--- config.mk ---
export PLATFORM = sky130hd
export DESIGN_NAME = prs_pc_stack
export DESIGN_NICKNAME = d
export VERILOG_FILES = /design/src/pkg/prs_pkg.sv /design/src/pkg/prs_stack_if.sv /design/src/rtl/prs_stack_mem.sv /design/src/rtl/prs_fetch_gate.sv /design/src/rtl/prs_pc_stack.sv
export VERILOG_INCLUDE_DIRS = /design/src /design/src/pkg
export SDC_FILE = /design/constraint.sdc
export NUM_CORES = 1
export LEC_CHECK = 0
export BUFFER_PORTS_ARGS = -buffer_cell sky130_fd_sc_hd__buf_4
export CAP_MARGIN = 20
export CORE_ASPECT_RATIO = 0.8
export CORE_MARGIN = 10
export CORE_UTILIZATION = 45
export DETAILED_ROUTE_END_ITERATION = 10
export PLACE_DENSITY = 0.62
export SLEW_MARGIN = 40
export SYNTH_ARGS = -nofsm -noshare
export SYNTH_HDL_FRONTEND = slang
export SYNTH_SLANG_ARGS = --single-unit
--- constraint.sdc ---
create_clock -name clk -period 8.41 [get_ports clk]
set_clock_uncertainty 0.1 [all_clocks]
set_input_delay 0.4205 -clock clk [delete_from_list [all_inputs] [get_ports clk]]
set_output_delay 0.4205 -clock clk [all_outputs]
set_load 0.01 [all_outputs]
--- src/pkg/prs_consts.svh ---
`ifndef PRS_CONSTS_SVH
`define PRS_CONSTS_SVH

`define PRS_PC_W 21
`define PRS_SP_W 5
`define PRS_STK_DEPTH 31
`define PRS_SP_FULL 5'h1f
`define PRS_SP_EMPTY 5'h00
`define PRS_VEC_RESET 21'h000000
`define PRS_VEC_HIGH 21'h000008
`define PRS_VEC_LOW 21'h000018
`define PRS_PC_STEP 21'h000002
`define PRS_IMPL_BYTES 21'h010000

`define PRS_OFS_PCL 8'h00
`define PRS_OFS_LATH 8'h04
`define PRS_OFS_LATU 8'h08
`define PRS_OFS_SPR 8'h0c
`define PRS_OFS_TOP_OF_STACK_LOW 8'h10
`define PRS_OFS_TOP_OF_STACK_HIGH 8'h14
`define PRS_OFS_TOP_OF_STACK_UPPER 8'h18
`define PRS_OFS_CTRL 8'h1c

`define PRS_SPR_FULL_BIT 7
`define PRS_SPR_UNF_BIT 6
`define PRS_CTRL_ENA_BIT 0
`define PRS_CTRL_PUSH_BIT 1
`define PRS_CTRL_POP_BIT 2
`define PRS_CTRL_ENA_RESET 1'b1
`define PRS_LAT_RESET 8'h00

`define PRS_RESP_OKAY 2'h0
`define PRS_RESP_SLVERR 2'h2

`endif

--- src/pkg/prs_pkg.sv ---
`default_nettype none
package prs_pkg;
    typedef logic [20:0] prs_pc_t;
    typedef logic [4:0] prs_sp_t;
    // which stack action the core takes this cycle
    typedef enum {PRS_OP_NONE, PRS_OP_PUSH, PRS_OP_POP} prs_op_e;
endpackage
`default_nettype wire

--- src/pkg/prs_stack_if.sv ---
`timescale 1ns/10ps
`default_nettype none
interface prs_stack_if;
    import prs_pkg::*;
    logic we;
    prs_sp_t waddr;
    prs_pc_t wdata;
    prs_sp_t raddr;
    prs_pc_t rdata;
    modport ctrl(output we, output waddr, output wdata, output raddr,
        input rdata);
    modport store(input we, input waddr, input wdata, input raddr,
        output rdata);
endinterface
`default_nettype wire

--- src/rtl/prs_stack_mem.sv ---
`timescale 1ns/10ps
`default_nettype none
`include "prs_consts.svh"
module prs_stack_mem #(
    parameter int DEPTH = `PRS_STK_DEPTH
) (
    input wire logic clk,
    prs_stack_if.store port
);
    import prs_pkg::*;
    prs_pc_t mem [DEPTH];
    prs_pc_t rdataD;
    prs_pc_t rdataQ;

    // pointer n lives in word n-1; pointer zero has no storage
    always_comb begin
        rdataD = '0;
        if (port.we && port.waddr == port.raddr) begin
            rdataD = port.wdata; // write-through keeps top in step
        end else if (port.raddr != '0) begin
            rdataD = mem[port.raddr - 5'h01];
        end
    end

    // storage and registered read word
    always_ff @(posedge clk) begin
        if (port.we && port.waddr != '0) begin
            mem[port.waddr - 5'h01] <= port.wdata;
        end
        rdataQ <= rdataD;
    end

    assign port.rdata = rdataQ;
endmodule
`default_nettype wire

--- src/rtl/prs_fetch_gate.sv ---
`timescale 1ns/10ps
`default_nettype none
`include "prs_consts.svh"
module prs_fetch_gate #(
    parameter logic [20:0] IMPL_BYTES = `PRS_IMPL_BYTES
) (
    input wire logic clk,
    input wire logic rst,
    input wire prs_pkg::prs_pc_t fetchAddr,
    input wire logic [15:0] fetchData,
    output logic [15:0] instrWord
);
    import prs_pkg::*;
    logic [15:0] instrD;
    logic [15:0] instrQ;

    // beyond the fitted array the word reads as all zeros, a no-op
    always_comb begin
        instrD = (fetchAddr >= IMPL_BYTES) ? 16'h0000 : fetchData;
    end

    always_ff @(posedge clk) begin
        if (rst) begin
            instrQ <= 16'h0000;
        end else begin
            instrQ <= instrD;
        end
    end

    assign instrWord = instrQ;
endmodule
`default_nettype wire

--- src/rtl/prs_pc_stack.sv ---
`timescale 1ns/10ps
`default_nettype none
`include "prs_consts.svh"
module prs_pc_stack #(
    parameter logic [20:0] IMPL_BYTES = `PRS_IMPL_BYTES
) (
    input wire logic clk,
    input wire logic rst,
    // register bus
    input wire logic [7:0] s_axi_awaddr,
    input wire logic s_axi_awvalid,
    output logic s_axi_awready,
    input wire logic [31:0] s_axi_wdata,
    input wire logic [3:0] s_axi_wstrb,
    input wire logic s_axi_wvalid,
    output logic s_axi_wready,
    output logic [1:0] s_axi_bresp,
    output logic s_axi_bvalid,
    input wire logic s_axi_bready,
    input wire logic [7:0] s_axi_araddr,
    input wire logic s_axi_arvalid,
    output logic s_axi_arready,
    output logic [31:0] s_axi_rdata,
    output logic [1:0] s_axi_rresp,
    output logic s_axi_rvalid,
    input wire logic s_axi_rready,
    // decoder and interrupt logic
    input wire logic resetOther,
    input wire logic seqAdvance,
    input wire logic jumpLoad,
    input wire logic callPush,
    input wire prs_pkg::prs_pc_t jumpTarget,
    input wire logic retPop,
    input wire logic intAck,
    input wire logic intHigh,
    input wire logic wakeWdt,
    input wire logic wakeInt,
    input wire logic highPriGlobalEnable,
    input wire logic lowPriGlobalEnable,
    // program memory fetch
    output prs_pkg::prs_pc_t fetchAddr,
    input wire logic [15:0] fetchData,
    output logic [15:0] instrWord,
    output logic stackResetReq,
    output logic stackFullFlag,
    output logic stackUnderflowFlag
);
    import prs_pkg::*;

    prs_stack_if stk();

    // counter, latches, pointer, flags and reset enable
    prs_pc_t pcQ, pcD;
    logic [7:0] pcHighLatchQ, pcHighLatchD;
    logic [4:0] pcUpperLatchQ, pcUpperLatchD;
    prs_sp_t spQ, spD;
    logic fullQ, fullD;
    logic unfQ, unfD;
    logic enaQ, enaD;
    logic stkRstQ, stkRstD;

    // bus handshake state
    logic awreadyQ, awreadyD;
    logic bvalidQ, bvalidD;
    logic [1:0] brespQ, brespD;
    logic arreadyQ, arreadyD;
    logic rvalidQ, rvalidD;
    logic [1:0] rrespQ, rrespD;
    logic [31:0] rdataQ, rdataD;

    logic wrFire;
    logic rdFire;
    logic wrLane;
    logic [7:0] wByte;
    logic wrMapped;
    logic rdMapped;
    logic [7:0] rdByte;
    prs_pc_t tos;
    prs_pc_t pushVal;
    prs_op_e op;
    logic opFromCore;
    logic swPush;
    logic swPop;

    prs_stack_mem #(
        .DEPTH(`PRS_STK_DEPTH)
    ) u_mem (
        .clk(clk),
        .port(stk)
    );

    prs_fetch_gate #(
        .IMPL_BYTES(IMPL_BYTES)
    ) u_gate (
        .clk(clk),
        .rst(rst),
        .fetchAddr(pcQ),
        .fetchData(fetchData),
        .instrWord(instrWord)
    );

    // pointer zero reads as an empty top
    assign tos = (spQ == `PRS_SP_EMPTY) ? '0 : stk.rdata;
    assign wrFire = awreadyQ && s_axi_awvalid && s_axi_wvalid;
    assign rdFire = arreadyQ && s_axi_arvalid;
    assign wrLane = s_axi_wstrb[0];
    assign wByte = s_axi_wdata[7:0];

    // address decode shared by both channels
    always_comb begin
        wrMapped = 1'b1;
        case (s_axi_awaddr)
            `PRS_OFS_PCL, `PRS_OFS_LATH, `PRS_OFS_LATU, `PRS_OFS_SPR,
            `PRS_OFS_TOP_OF_STACK_LOW, `PRS_OFS_TOP_OF_STACK_HIGH, `PRS_OFS_TOP_OF_STACK_UPPER,
            `PRS_OFS_CTRL: wrMapped = 1'b1;
            default: wrMapped = 1'b0;
        endcase
        rdMapped = 1'b1;
        case (s_axi_araddr)
            `PRS_OFS_PCL: rdByte = pcQ[7:0];
            `PRS_OFS_LATH: rdByte = pcHighLatchQ;
            `PRS_OFS_LATU: rdByte = {3'h0, pcUpperLatchQ};
            `PRS_OFS_SPR: rdByte = {fullQ, unfQ, 1'b0, spQ};
            `PRS_OFS_TOP_OF_STACK_LOW: rdByte = tos[7:0];
            `PRS_OFS_TOP_OF_STACK_HIGH: rdByte = tos[15:8];
            `PRS_OFS_TOP_OF_STACK_UPPER: rdByte = {3'h0, tos[20:16]};
            `PRS_OFS_CTRL: rdByte = {7'h00, enaQ};
            default: begin
                rdByte = 8'h00;
                rdMapped = 1'b0;
            end
        endcase
    end

    // bus channels: one write and one read in flight, ready from flops
    always_comb begin
        awreadyD = 1'b0;
        bvalidD = bvalidQ;
        brespD = brespQ;
        arreadyD = 1'b0;
        rvalidD = rvalidQ;
        rrespD = rrespQ;
        rdataD = rdataQ;
        if (s_axi_awvalid && s_axi_wvalid && !awreadyQ && !bvalidQ) begin
            awreadyD = 1'b1;
        end
        if (wrFire) begin
            bvalidD = 1'b1;
            brespD = wrMapped ? `PRS_RESP_OKAY : `PRS_RESP_SLVERR;
        end else if (bvalidQ && s_axi_bready) begin
            bvalidD = 1'b0;
        end
        if (s_axi_arvalid && !arreadyQ && !rvalidQ) begin
            arreadyD = 1'b1;
        end
        if (rdFire) begin
            rvalidD = 1'b1;
            rrespD = rdMapped ? `PRS_RESP_OKAY : `PRS_RESP_SLVERR;
            rdataD = {24'h000000, rdByte};
        end else if (rvalidQ && s_axi_rready) begin
            rvalidD = 1'b0;
        end
    end

    always_ff @(posedge clk) begin
        if (rst) begin
            awreadyQ <= 1'b0;
            bvalidQ <= 1'b0;
            brespQ <= `PRS_RESP_OKAY;
            arreadyQ <= 1'b0;
            rvalidQ <= 1'b0;
            rrespQ <= `PRS_RESP_OKAY;
            rdataQ <= 32'h00000000;
        end else begin
            awreadyQ <= awreadyD;
            bvalidQ <= bvalidD;
            brespQ <= brespD;
            arreadyQ <= arreadyD;
            rvalidQ <= rvalidD;
            rrespQ <= rrespD;
            rdataQ <= rdataD;
        end
    end

    // counter and stack: bus write first, core action on top of it
    always_comb begin
        pcD = pcQ;
        pcHighLatchD = pcHighLatchQ;
        pcUpperLatchD = pcUpperLatchQ;
        spD = spQ;
        fullD = fullQ;
        unfD = unfQ;
        enaD = enaQ;
        stkRstD = 1'b0;
        stk.we = 1'b0;
        stk.waddr = spQ;
        stk.wdata = tos;
        op = PRS_OP_NONE;
        opFromCore = 1'b1;
        pushVal = pcQ;
        swPush = 1'b0;
        swPop = 1'b0;
        if (wrFire && wrLane) begin
            case (s_axi_awaddr)
                `PRS_OFS_PCL: begin
                    // latches ride in with the low byte
                    pcD = {pcUpperLatchQ, pcHighLatchQ, wByte};
                end
                `PRS_OFS_LATH: pcHighLatchD = wByte;
                `PRS_OFS_LATU: pcUpperLatchD = wByte[4:0];
                `PRS_OFS_SPR: begin
                    spD = wByte[4:0];
                    // this write only clears flags, never sets them
                    if (!wByte[`PRS_SPR_FULL_BIT]) begin
                        fullD = 1'b0;
                    end
                    if (!wByte[`PRS_SPR_UNF_BIT]) begin
                        unfD = 1'b0;
                    end
                end
                `PRS_OFS_TOP_OF_STACK_LOW: begin
                    stk.we = (spQ != `PRS_SP_EMPTY);
                    stk.wdata = {tos[20:8], wByte};
                end
                `PRS_OFS_TOP_OF_STACK_HIGH: begin
                    stk.we = (spQ != `PRS_SP_EMPTY);
                    stk.wdata = {tos[20:16], wByte, tos[7:0]};
                end
                `PRS_OFS_TOP_OF_STACK_UPPER: begin
                    stk.we = (spQ != `PRS_SP_EMPTY);
                    stk.wdata = {wByte[4:0], tos[15:0]};
                end
                `PRS_OFS_CTRL: begin
                    enaD = wByte[`PRS_CTRL_ENA_BIT];
                    swPush = wByte[`PRS_CTRL_PUSH_BIT];
                    swPop = wByte[`PRS_CTRL_POP_BIT];
                end
                default: pcD = pcQ;
            endcase
        end
        // a read of the low byte snapshots the upper counter bits
        if (rdFire && s_axi_araddr == `PRS_OFS_PCL) begin
            pcHighLatchD = pcQ[15:8];
            pcUpperLatchD = pcQ[20:16];
        end
        // core actions, one per cycle in this priority
        if (resetOther) begin
            pcD = `PRS_VEC_RESET; // flags kept
            spD = `PRS_SP_EMPTY;
        end else if (wakeInt && (highPriGlobalEnable || lowPriGlobalEnable))
        begin
            op = PRS_OP_PUSH; // resume point saved
            pushVal = pcQ + `PRS_PC_STEP;
            pcD = highPriGlobalEnable ? `PRS_VEC_HIGH : `PRS_VEC_LOW;
        end else if (wakeWdt || wakeInt) begin
            pcD = pcQ + `PRS_PC_STEP;
        end else if (intAck) begin
            op = PRS_OP_PUSH;
            pcD = intHigh ? `PRS_VEC_HIGH : `PRS_VEC_LOW;
        end else if (callPush) begin
            op = PRS_OP_PUSH;
            pushVal = pcQ + `PRS_PC_STEP; // next instruction
            pcD = jumpTarget;
        end else if (retPop) begin
            op = PRS_OP_POP;
        end else if (jumpLoad) begin
            pcD = jumpTarget; // latches not used
        end else if (seqAdvance) begin
            pcD = pcQ + `PRS_PC_STEP;
        end else if (swPush) begin
            op = PRS_OP_PUSH;
            opFromCore = 1'b0;
        end else if (swPop) begin
            op = PRS_OP_POP;
            opFromCore = 1'b0;
        end
        case (op)
            PRS_OP_PUSH: begin
                if (spQ == `PRS_SP_FULL) begin
                    fullD = 1'b1; // nothing overwritten
                    stkRstD = enaQ;
                end else begin
                    spD = spQ + 5'h01; // bump then write
                    stk.we = 1'b1;
                    stk.waddr = spQ + 5'h01;
                    stk.wdata = pushVal;
                    if (spQ + 5'h01 == `PRS_SP_FULL) begin
                        fullD = 1'b1;
                        stkRstD = enaQ;
                    end
                end
            end
            PRS_OP_POP: begin
                if (spQ == `PRS_SP_EMPTY) begin
                    unfD = 1'b1;
                    stkRstD = enaQ;
                    if (opFromCore) begin
                        pcD = `PRS_VEC_RESET;
                    end
                end else begin
                    if (opFromCore) begin
                        pcD = tos; // read before the drop
                    end
                    spD = spQ - 5'h01;
                end
            end
            default: op = PRS_OP_NONE;
        endcase
        // stack event reset: flags stay, pointer and counter restart
        if (stkRstD) begin
            spD = `PRS_SP_EMPTY;
            pcD = `PRS_VEC_RESET;
        end
        pcD[0] = 1'b0;
        stk.raddr = spD;
    end

    // power-on reset clears counter, latches, pointer and sticky flags; the reset enable comes up set
    always_ff @(posedge clk) begin
        if (rst) begin
            pcQ <= `PRS_VEC_RESET;
            pcHighLatchQ <= `PRS_LAT_RESET;
            pcUpperLatchQ <= 5'h00;
            spQ <= `PRS_SP_EMPTY;
            fullQ <= 1'b0;
            unfQ <= 1'b0;
            enaQ <= `PRS_CTRL_ENA_RESET;
            stkRstQ <= 1'b0;
        end else begin
            pcQ <= pcD;
            pcHighLatchQ <= pcHighLatchD;
            pcUpperLatchQ <= pcUpperLatchD;
            spQ <= spD;
            fullQ <= fullD;
            unfQ <= unfD;
            enaQ <= enaD;
            stkRstQ <= stkRstD;
        end
    end

    assign s_axi_awready = awreadyQ;
    assign s_axi_wready = awreadyQ;
    assign s_axi_bvalid = bvalidQ;
    assign s_axi_bresp = brespQ;
    assign s_axi_arready = arreadyQ;
    assign s_axi_rvalid = rvalidQ;
    assign s_axi_rresp = rrespQ;
    assign s_axi_rdata = rdataQ;
    assign fetchAddr = pcQ;
    assign stackResetReq = stkRstQ;
    assign stackFullFlag = fullQ;
    assign stackUnderflowFlag = unfQ;
endmodule
`default_nettype wire

== Yosys cells after proc, flatten, opt, wreduce, memory -nomap -nowiden ==
Memory sizes are Yosys's and may differ from the RTL's.
Index checks and enable logic that the tools add are counted.
Storage, ports and cells
  bits in registers: 96
  bits in writable memories: 651
  ROM bits: 32
  bits of input ports: 107
  output and inout port bits: 81
  logic and storage cells: 184
  memories: 2
Memories
  u_mem.mem: words 31, bits a word 21, rd ports 1, clocked after memory_dff 0, write ports 1, RTL line prs_stack_mem.sv:11  | prs_pc_t mem [DEPTH];
  (name not given): words 32, bits a word 1, rd ports 1, clocked after memory_dff 0, write ports 0, RTL line prs_pc_stack.sv:112  | case (s_axi_awaddr)
Cells by class
  $add $sub $neg: 5
  magnitude comparators: 1
  equal/unequal tests: 19
  muxes and demuxes: 99
  reductions and logical operators: 40
Operators by type and width (count)
  2-to-1 mux 21 bit: 25
  2-to-1 mux 5 bit: 13
  == test 8 x 5 -> 1 bit (second input constant): 8
  one-hot mux 8 bit (8 select lines): 1
  one-hot mux 21 bit (3 select lines): 1
  2-to-1 mux 1 bit: 42
  == test 32 x 1 -> 1 bit (second input constant): 1
  == test 32 x 2 -> 1 bit (second input constant): 1
  == test 8 x 4 -> 1 bit (second input constant): 4
  2-to-1 mux 2 bit: 12
  2-to-1 mux 8 bit: 3
  adder 21 x 2 -> 21 bit (second input constant): 1
  greater-or-equal comparator 21 x 17 -> 1 bit (second input constant): 1
  == test 8 x 3 -> 1 bit (second input constant): 2
  zero test 8 bit: 2
  logical AND 1 bit: 15
  nonzero test 5 bit: 3
  subtractor 5 x 1 -> 5 bit (second input constant): 3
  == test 5 bit (second input constant): 2
  one-hot mux 5 bit (2 select lines): 1
  nonzero test 2 bit: 5
  OR reduction 8 bit: 1
  AND reduction 2 bit: 3
  adder 5 x 1 -> 5 bit (second input constant): 1
  8 further kinds: 13

== Logic depth before layout (Yosys ltp) ==
An unclocked memory read counts as a cell.
  word-level depth: 21
  mapped depth: 29
  depth with buffers taken out: 22

== Hierarchy ==
A second synthesis with hierarchy kept.
Unflattened totals
  cell total of the unflattened synthesis: 2202
  area, all modules: 32218.4 um2
Modules (own cells, without submodules)
  prs_stack_mem: times used 1, cells an instance 1374, area an instance 26107.5 um2, sequential area each 19969.2 um2
  prs_pc_stack: times used 1, cells an instance 792, area an instance 5642.9 um2, sequential area each 1121.1 um2
  prs_fetch_gate: times used 1, cells an instance 36, area an instance 467.9 um2, sequential area each 320.3 um2

== Worst setup path before layout ==
Ideal clock, no wire load.
  kind: input -> register
  start: in s_axi_awaddr[0]
  end: reg u_mem.rdataQ[7], in the netlist u_mem.port.rdata[7]
  setup time: 0.116 ns
  arrival: 6.288 ns
  data required time: 8.194 ns
  setup slack: 1.905 ns
  stages on the path: 27
  buffers on the path: 9
  path through: or4_1 nor2_1 nand3_1 nor2_1 nand2_1 nor3b_1 nor2_1 or2_2 ha_1 clkbuf_1 or3b_1 o32ai_1 a21oi_1 a221oi_2 buf_6 buf_8 buf_6 buf_6 inv_1 ha_1 clkbuf_1 clkbuf_1 clkbuf_1 clkbuf_1 a21oi_1 a211o_1 a41o_1
On the way
  longest elaborated chain between the ends: 20
  elaborated cells between the ends (all ways): 46
  those cells by class: add/sub: 1; eq/ne: 8; mux: 33; reduce/logical: 3; memory: 1
Ends and longest elaborated chain
  start: declaration: RTL line prs_pc_stack.sv:10  | input wire logic [7:0] s_axi_awaddr,
  == test 8 x 5 -> 1 bit: RTL line prs_pc_stack.sv:204  | case (s_axi_awaddr)
  2-to-1 mux 1 bit: RTL line prs_pc_stack.sv:204
  2-to-1 mux 1 bit: RTL line prs_pc_stack.sv:203  | if (wrFire && wrLane) begin
  2-to-1 mux 2 bit: RTL line prs_pc_stack.sv:273  | end else if (swPop) begin
  2-to-1 mux 2 bit: RTL line prs_pc_stack.sv:270  | end else if (swPush) begin
  2-to-1 mux 2 bit: RTL line prs_pc_stack.sv:268  | end else if (seqAdvance) begin
  2-to-1 mux 2 bit: RTL line prs_pc_stack.sv:266  | end else if (jumpLoad) begin
  2-to-1 mux 2 bit: RTL line prs_pc_stack.sv:264  | end else if (retPop) begin
  [... 5 more ...]
  == test 32 x 2 -> 1 bit / == test 32 x 1 -> 1 bit (equally long branches): RTL line prs_pc_stack.sv:277  | case (op)
  one-hot mux 5 bit (2 select lines) / one-hot mux 1 bit (2 select lines) (equally long branches): RTL line prs_pc_stack.sv:277
  2-to-1 mux 5 bit: RTL line prs_pc_stack.sv:310  | if (stkRstD) begin
  subtractor 5 x 1 -> 5 bit: RTL line prs_stack_mem.sv:21  | rdataD = mem[port.raddr - 5'h01];
  memory (31 x 21 bit)
  2-to-1 mux 21 bit: RTL line prs_stack_mem.sv:20  | end else if (port.raddr != '0) begin
  2-to-1 mux 21 bit *: RTL line prs_stack_mem.sv:18  | if (port.we && port.waddr == port.raddr) begin
  net u_mem.rdataD[7]: RTL line prs_stack_mem.sv:12  | prs_pc_t rdataD;
  end signal: assignment: RTL line prs_stack_mem.sv:30  | rdataQ <= rdataD;
  end: declaration: RTL line prs_stack_mem.sv:13  | prs_pc_t rdataQ;
The timed path passes the listed nets; every way through them passes the cells marked *.
A chain may end at the register's enable or synchronous reset.

== Worst setup path after layout ==
  start: reg awreadyQ, in the netlist s_axi_awready
  end: reg u_mem.rdataQ[5], in the netlist u_mem.port.rdata[5]
On the way
  longest elaborated chain between the ends: 21
  elaborated cells between the ends (all ways): 38
  those cells by class: add/sub: 1; eq/ne: 3; mux: 28; reduce/logical: 5; memory: 1
Ends and longest elaborated chain
  start: declaration: RTL line prs_pc_stack.sv:63  | logic awreadyQ, awreadyD;
  start signal: assignment: RTL line prs_pc_stack.sv:175  | awreadyQ <= awreadyD;
  logical AND 1 bit * (2 in series): RTL line prs_pc_stack.sv:104  | assign wrFire = awreadyQ && s_axi_awvalid && s_axi_wvalid;
  logical AND 1 bit *: RTL line prs_pc_stack.sv:203
  2-to-1 mux 1 bit: RTL line prs_pc_stack.sv:203
  2-to-1 mux 2 bit: RTL line prs_pc_stack.sv:273
  2-to-1 mux 2 bit: RTL line prs_pc_stack.sv:270
  2-to-1 mux 2 bit: RTL line prs_pc_stack.sv:268
  2-to-1 mux 2 bit: RTL line prs_pc_stack.sv:266
  2-to-1 mux 2 bit: RTL line prs_pc_stack.sv:264
  [... 5 more ...]
  == test 32 x 2 -> 1 bit / == test 32 x 1 -> 1 bit (equally long branches): RTL line prs_pc_stack.sv:277
  one-hot mux 5 bit (2 select lines) / one-hot mux 1 bit (2 select lines) (equally long branches): RTL line prs_pc_stack.sv:277
  2-to-1 mux 5 bit: RTL line prs_pc_stack.sv:310
  subtractor 5 x 1 -> 5 bit: RTL line prs_stack_mem.sv:21
  memory (31 x 21 bit)
  2-to-1 mux 21 bit: RTL line prs_stack_mem.sv:20
  2-to-1 mux 21 bit *: RTL line prs_stack_mem.sv:18
  net u_mem.rdataD[5]: RTL line prs_stack_mem.sv:12
Marked as above.

==> metrics.md <==
| Metric | Value |
|---|---|
| Crit path buffers/inverters | `2` |
| Synth-to-layout area growth | `15.4%` |
| DRT Pass-1 Iters | `7` |
| Post-synth EDFFs | `651` |
| Gp weighted congestion | `slightly above 0.9` |
| Die W | `319 um` |
| Worst EP required | `8.83 ns` |
| TritonCTS Sinks | `744` |
| Worst Reg2Reg Path Length in Cells | `19` |
| Clock-pin slew on the worst setup and hold paths | `around 0.060 ns` |
| # Post-CTS Setup Buffers | `0` |
| Capture point of the worst reg-to-reg path | `u_mem.port.rdata[5]` |
| Vias/cell | `~6.2` |
| Worst hold stages | `3` |
| Syn Inst Count | `approximately 2,100` |
| Crit-path cells | `and4_1, nand3_1, nor2_1, nand2_1, nor2_1, a21oi_1, o21ai_0, and2_1, ha_1, nand2b_1, o32ai_1, a21oi_1, a221oi_4, buf_12, buf_4, mux4_2, mux2i_1, o2111ai_1, a41o_1` |
| H-tree depth | `3` |
| Final Cell Area | `around 37,000 um2` |
| RSZ-0062 raised after global routing | `no` |
| Synthesized area | `32,100 um2` |
| Site Rows | `87` |
| Crit path DAT | `about 7.2 ns` |
| Non-Filler Instances | `3,234` |
| Seq cells post-synth | `744` |
| Seq/Total Area, Yosys | `66.7%` |
| PwrDens | `206 nW/um2` |
| Cell taking the most area after synthesis | `edfxtp_1` |
| Avg Inst Size Synth | `15.5 um2` |
| Switch share | `21.5%` |
| Core Box Area | `~71,000 um2` |
| Worst Hold End | `s_axi_bvalid` |
| WL final | `~93,000 um` |
| Via count | `19,900` |
| Commonest cells after routing, fill and taps aside | `edfxtp_1, buf_4, mux4_2` |
| F_max | `about 0.15 GHz` |
| Internal power | `6000 uW` |
| Final min period | `approximately 6.8 ns` |
| CTS tree | `yes` |
| Max incr delay on CP | `0.65 ns` |
| Clock latency on the worst-skew pair | `between 0.6 and 0.7 ns` |
| Startpoint Class | `flop` |
| Slowest-stage cell, CP | `o32ai_1` |
| Final Hold Vio Count | `0` |
| Vias in the first global route | `~19,000` |
| Worst Setup End Kind | `flop` |
| First-pass GRT wire length | `135,000 um` |
| Hold path start | `s_axi_wvalid` |
| Pleak | `0.0124 uW` |
| Number of distinct library cells after synthesis | `92` |
| Detailed-route DRC error count | `0` |
| CP delay by family, top | `compound AO/OA/AOI/OAI gates` |
| Critical R2R Launch | `s_axi_awready` |
| Clock network power share | `41.7%` |
| Overflow left after global routing | `0` |
| Final Slew Violations | `0` |
| Worst slack at placement | `1.21 ns` |
| Avg WL per Cell | `28.9 um` |
| Max FO, Critical Path | `69` |
| Switch Pwr | `1640 uW` |
| Port bufs | `132` |
| Max cap viols | `0` |
| Share of the synthesized area in the top cell type | `around three fifths` |
| Max-slew headroom | `42.9%` |
| Synth warn | `0` |
| Min Hold Slack | `0.0336 ns` |
| Worst Tran Pin Value | `0.857 ns` |
| Root Buffer Master | `clkbuf_16` |
| Flop pwr share | `a little over half` |
| Synth area leaders | `edfxtp_1, mux4_2, dfxtp_1` |
| Period utilisation layout | `between 80% and 90%` |
| DP HPWL | `59,300 um` |
| Setup TNS | `0 ns` |
| I/O Pins | `188` |
| GRT Util Overall | `22.1%` |
| Die Area | `82,500 um2` |
| Max clock buf depth | `3` |
| Logic gate share of total power | `5.4%` |
| Share of layout cells above drive strength 1 | `24.1%` |
| Reg2reg setup slack | `1.59 ns` |
| Area after DPL | `34,500 um2` |
| Placed Instances | `3,083` |
| Post-synth ARST share | `0%` |
| Tightest Hold Check Type | `input pin to flop` |
| Final setup fails | `0` |
| Status | `complete, no violations` |
| Overall die height | `~260 um` |
| Starting Density | `45.5%` |
| Worst VDD drop | `199 uV` |
| Setup WS post-layout | `1.59 ns` |
| Antenna-violating nets left | `0` |
| Worst Setup Path Type | `flop to flop` |
| Top FF cell, synth | `edfxtp_1` |
| DRT iter0 DRCs | `2,490` |
| CTS Buf Count | `70` |
| Largest net degree at the start of global routing | `79` |
| Fin nets | `2,363` |
| Commonest non-fill, non-tap cell in the layout | `edfxtp_1` |
| Initial antenna violation count | `4` |
flip-flops by register name (all words and copies together) (netlist names):
signal / flops
enaQ: 1
fetchAddr: 20
pcHighLatchQ: 8
pcUpperLatchQ: 5
s_axi_arready: 1
s_axi_awready: 1
s_axi_bresp: 1
s_axi_bvalid: 1
s_axi_rdata: 8
s_axi_rresp: 1
s_axi_rvalid: 1
spQ: 5
stackFullFlag: 1
stackResetReq: 1
stackUnderflowFlag: 1
u_gate.instrWord: 16
u_mem.mem: 651
u_mem.port.rdata: 21
what timing repair did:
item | in CTS | in global routing
setup endpoints to repair | 0 | 0
hold buffers | 22 | 0
resized for setup | 0 | 0
hold endpoints to repair | 21 | 0
final cells by class:
cell class	count	area [um2]
Tap cell	934	1170
Clock inverter	40	444
Antenna cell	1	2.50
Inverter	28	105
Clock buffer	85	1820
Timing Repair Buffer	236	1990
Fill cell	5703	33600
Sequential cell	744	21400
Multi-Input combinational cell	1166	10100
kinds of logic after synthesis:
| kind of cell | Yosys count | share of synthesized area, % |
|---|---|---|
| AOI/OAI and AO/OA | 393 | 8.60 |
| muxes | 228 | 12.9 |
| xor gates and xnor gates | 49 | 1.34 |
| DFF | 744 | 66.7 |
| and+or+nand+nor | 459 | 6.99 |
| adders and majority gates | 10 | 0.390 |
| other | 1 | 0.0117 |
| buffers and inverters | 193 | 3.16 |
synthesized netlist by cell type, types with 31 or more instances:
cell type,count
o21ai_0,55
edfxtp_1,651
buf_4,38
clkbuf_1,90
mux4_2,147
dfxtp_1,93
nor2_1,125
mux2i_1,74
nand3_1,68
nand2_1,121
a21oi_1,100
and2_1,31
a211oi_1,53
routing by layer:
| metal | share of wire [%] | wire (um) | GRT usage, % | up-vias |
|---|---|---|---|---|
| met2 | 43 | 39700 | 31.1 | 1079 |
| li1 | - | - | - | 8522 |
| met5 | 0.012 | 11 | 0 | - |
| met1 | 43 | 39800 | 32.0 | 10200 |
| met4 | 2.9 | 2750 | 6.88 | 2 |
| met3 | 12 | 11100 | 7.56 | 165 |
tightest hold or removal path: stages:
cell     delay (ns)
buf_4          0.13
nand3_1        0.10
a21oi_1        0.06
through the flow:
step / utilization (%) / total power (uW)
finish: 52.5 / 7640
CTS: 52.4 / 7680
global placement: 48.6 / 4510
global route: 52.5 / 7860
floorplan: - / 4360
detailed placement: 48.9 / 4520
how the worst max path moves through the flow:
stage                          startpoint                   to  slack, ns  depth (start not counted)
after floorplan           s_axi_awaddr[0]  u_mem.port.rdata[7]       1.91                         27
after global placement    s_axi_awaddr[0]  u_mem.port.rdata[2]       1.21                         22
after detailed placement  s_axi_awaddr[0]  u_mem.port.rdata[2]       1.21                         22
after CTS                   s_axi_awready  u_mem.port.rdata[2]       1.78                         20
after global routing        s_axi_awready  u_mem.port.rdata[5]       1.04                         19
final                       s_axi_awready  u_mem.port.rdata[5]       1.59                         19
power groups by stage:
stage / registers [uW] / logic, uW / clock network (uW)
after global routing: 4050 / 439 / 3370
final: 4050 / 410 / 3180
after floorplan: 4120 / 235 / 0
after detailed placement: 4130 / 391 / 0
after global placement: 4130 / 380 / 0
after CTS: 4050 / 401 / 3230
Note: power is estimated with default switching activity, not from simulation.
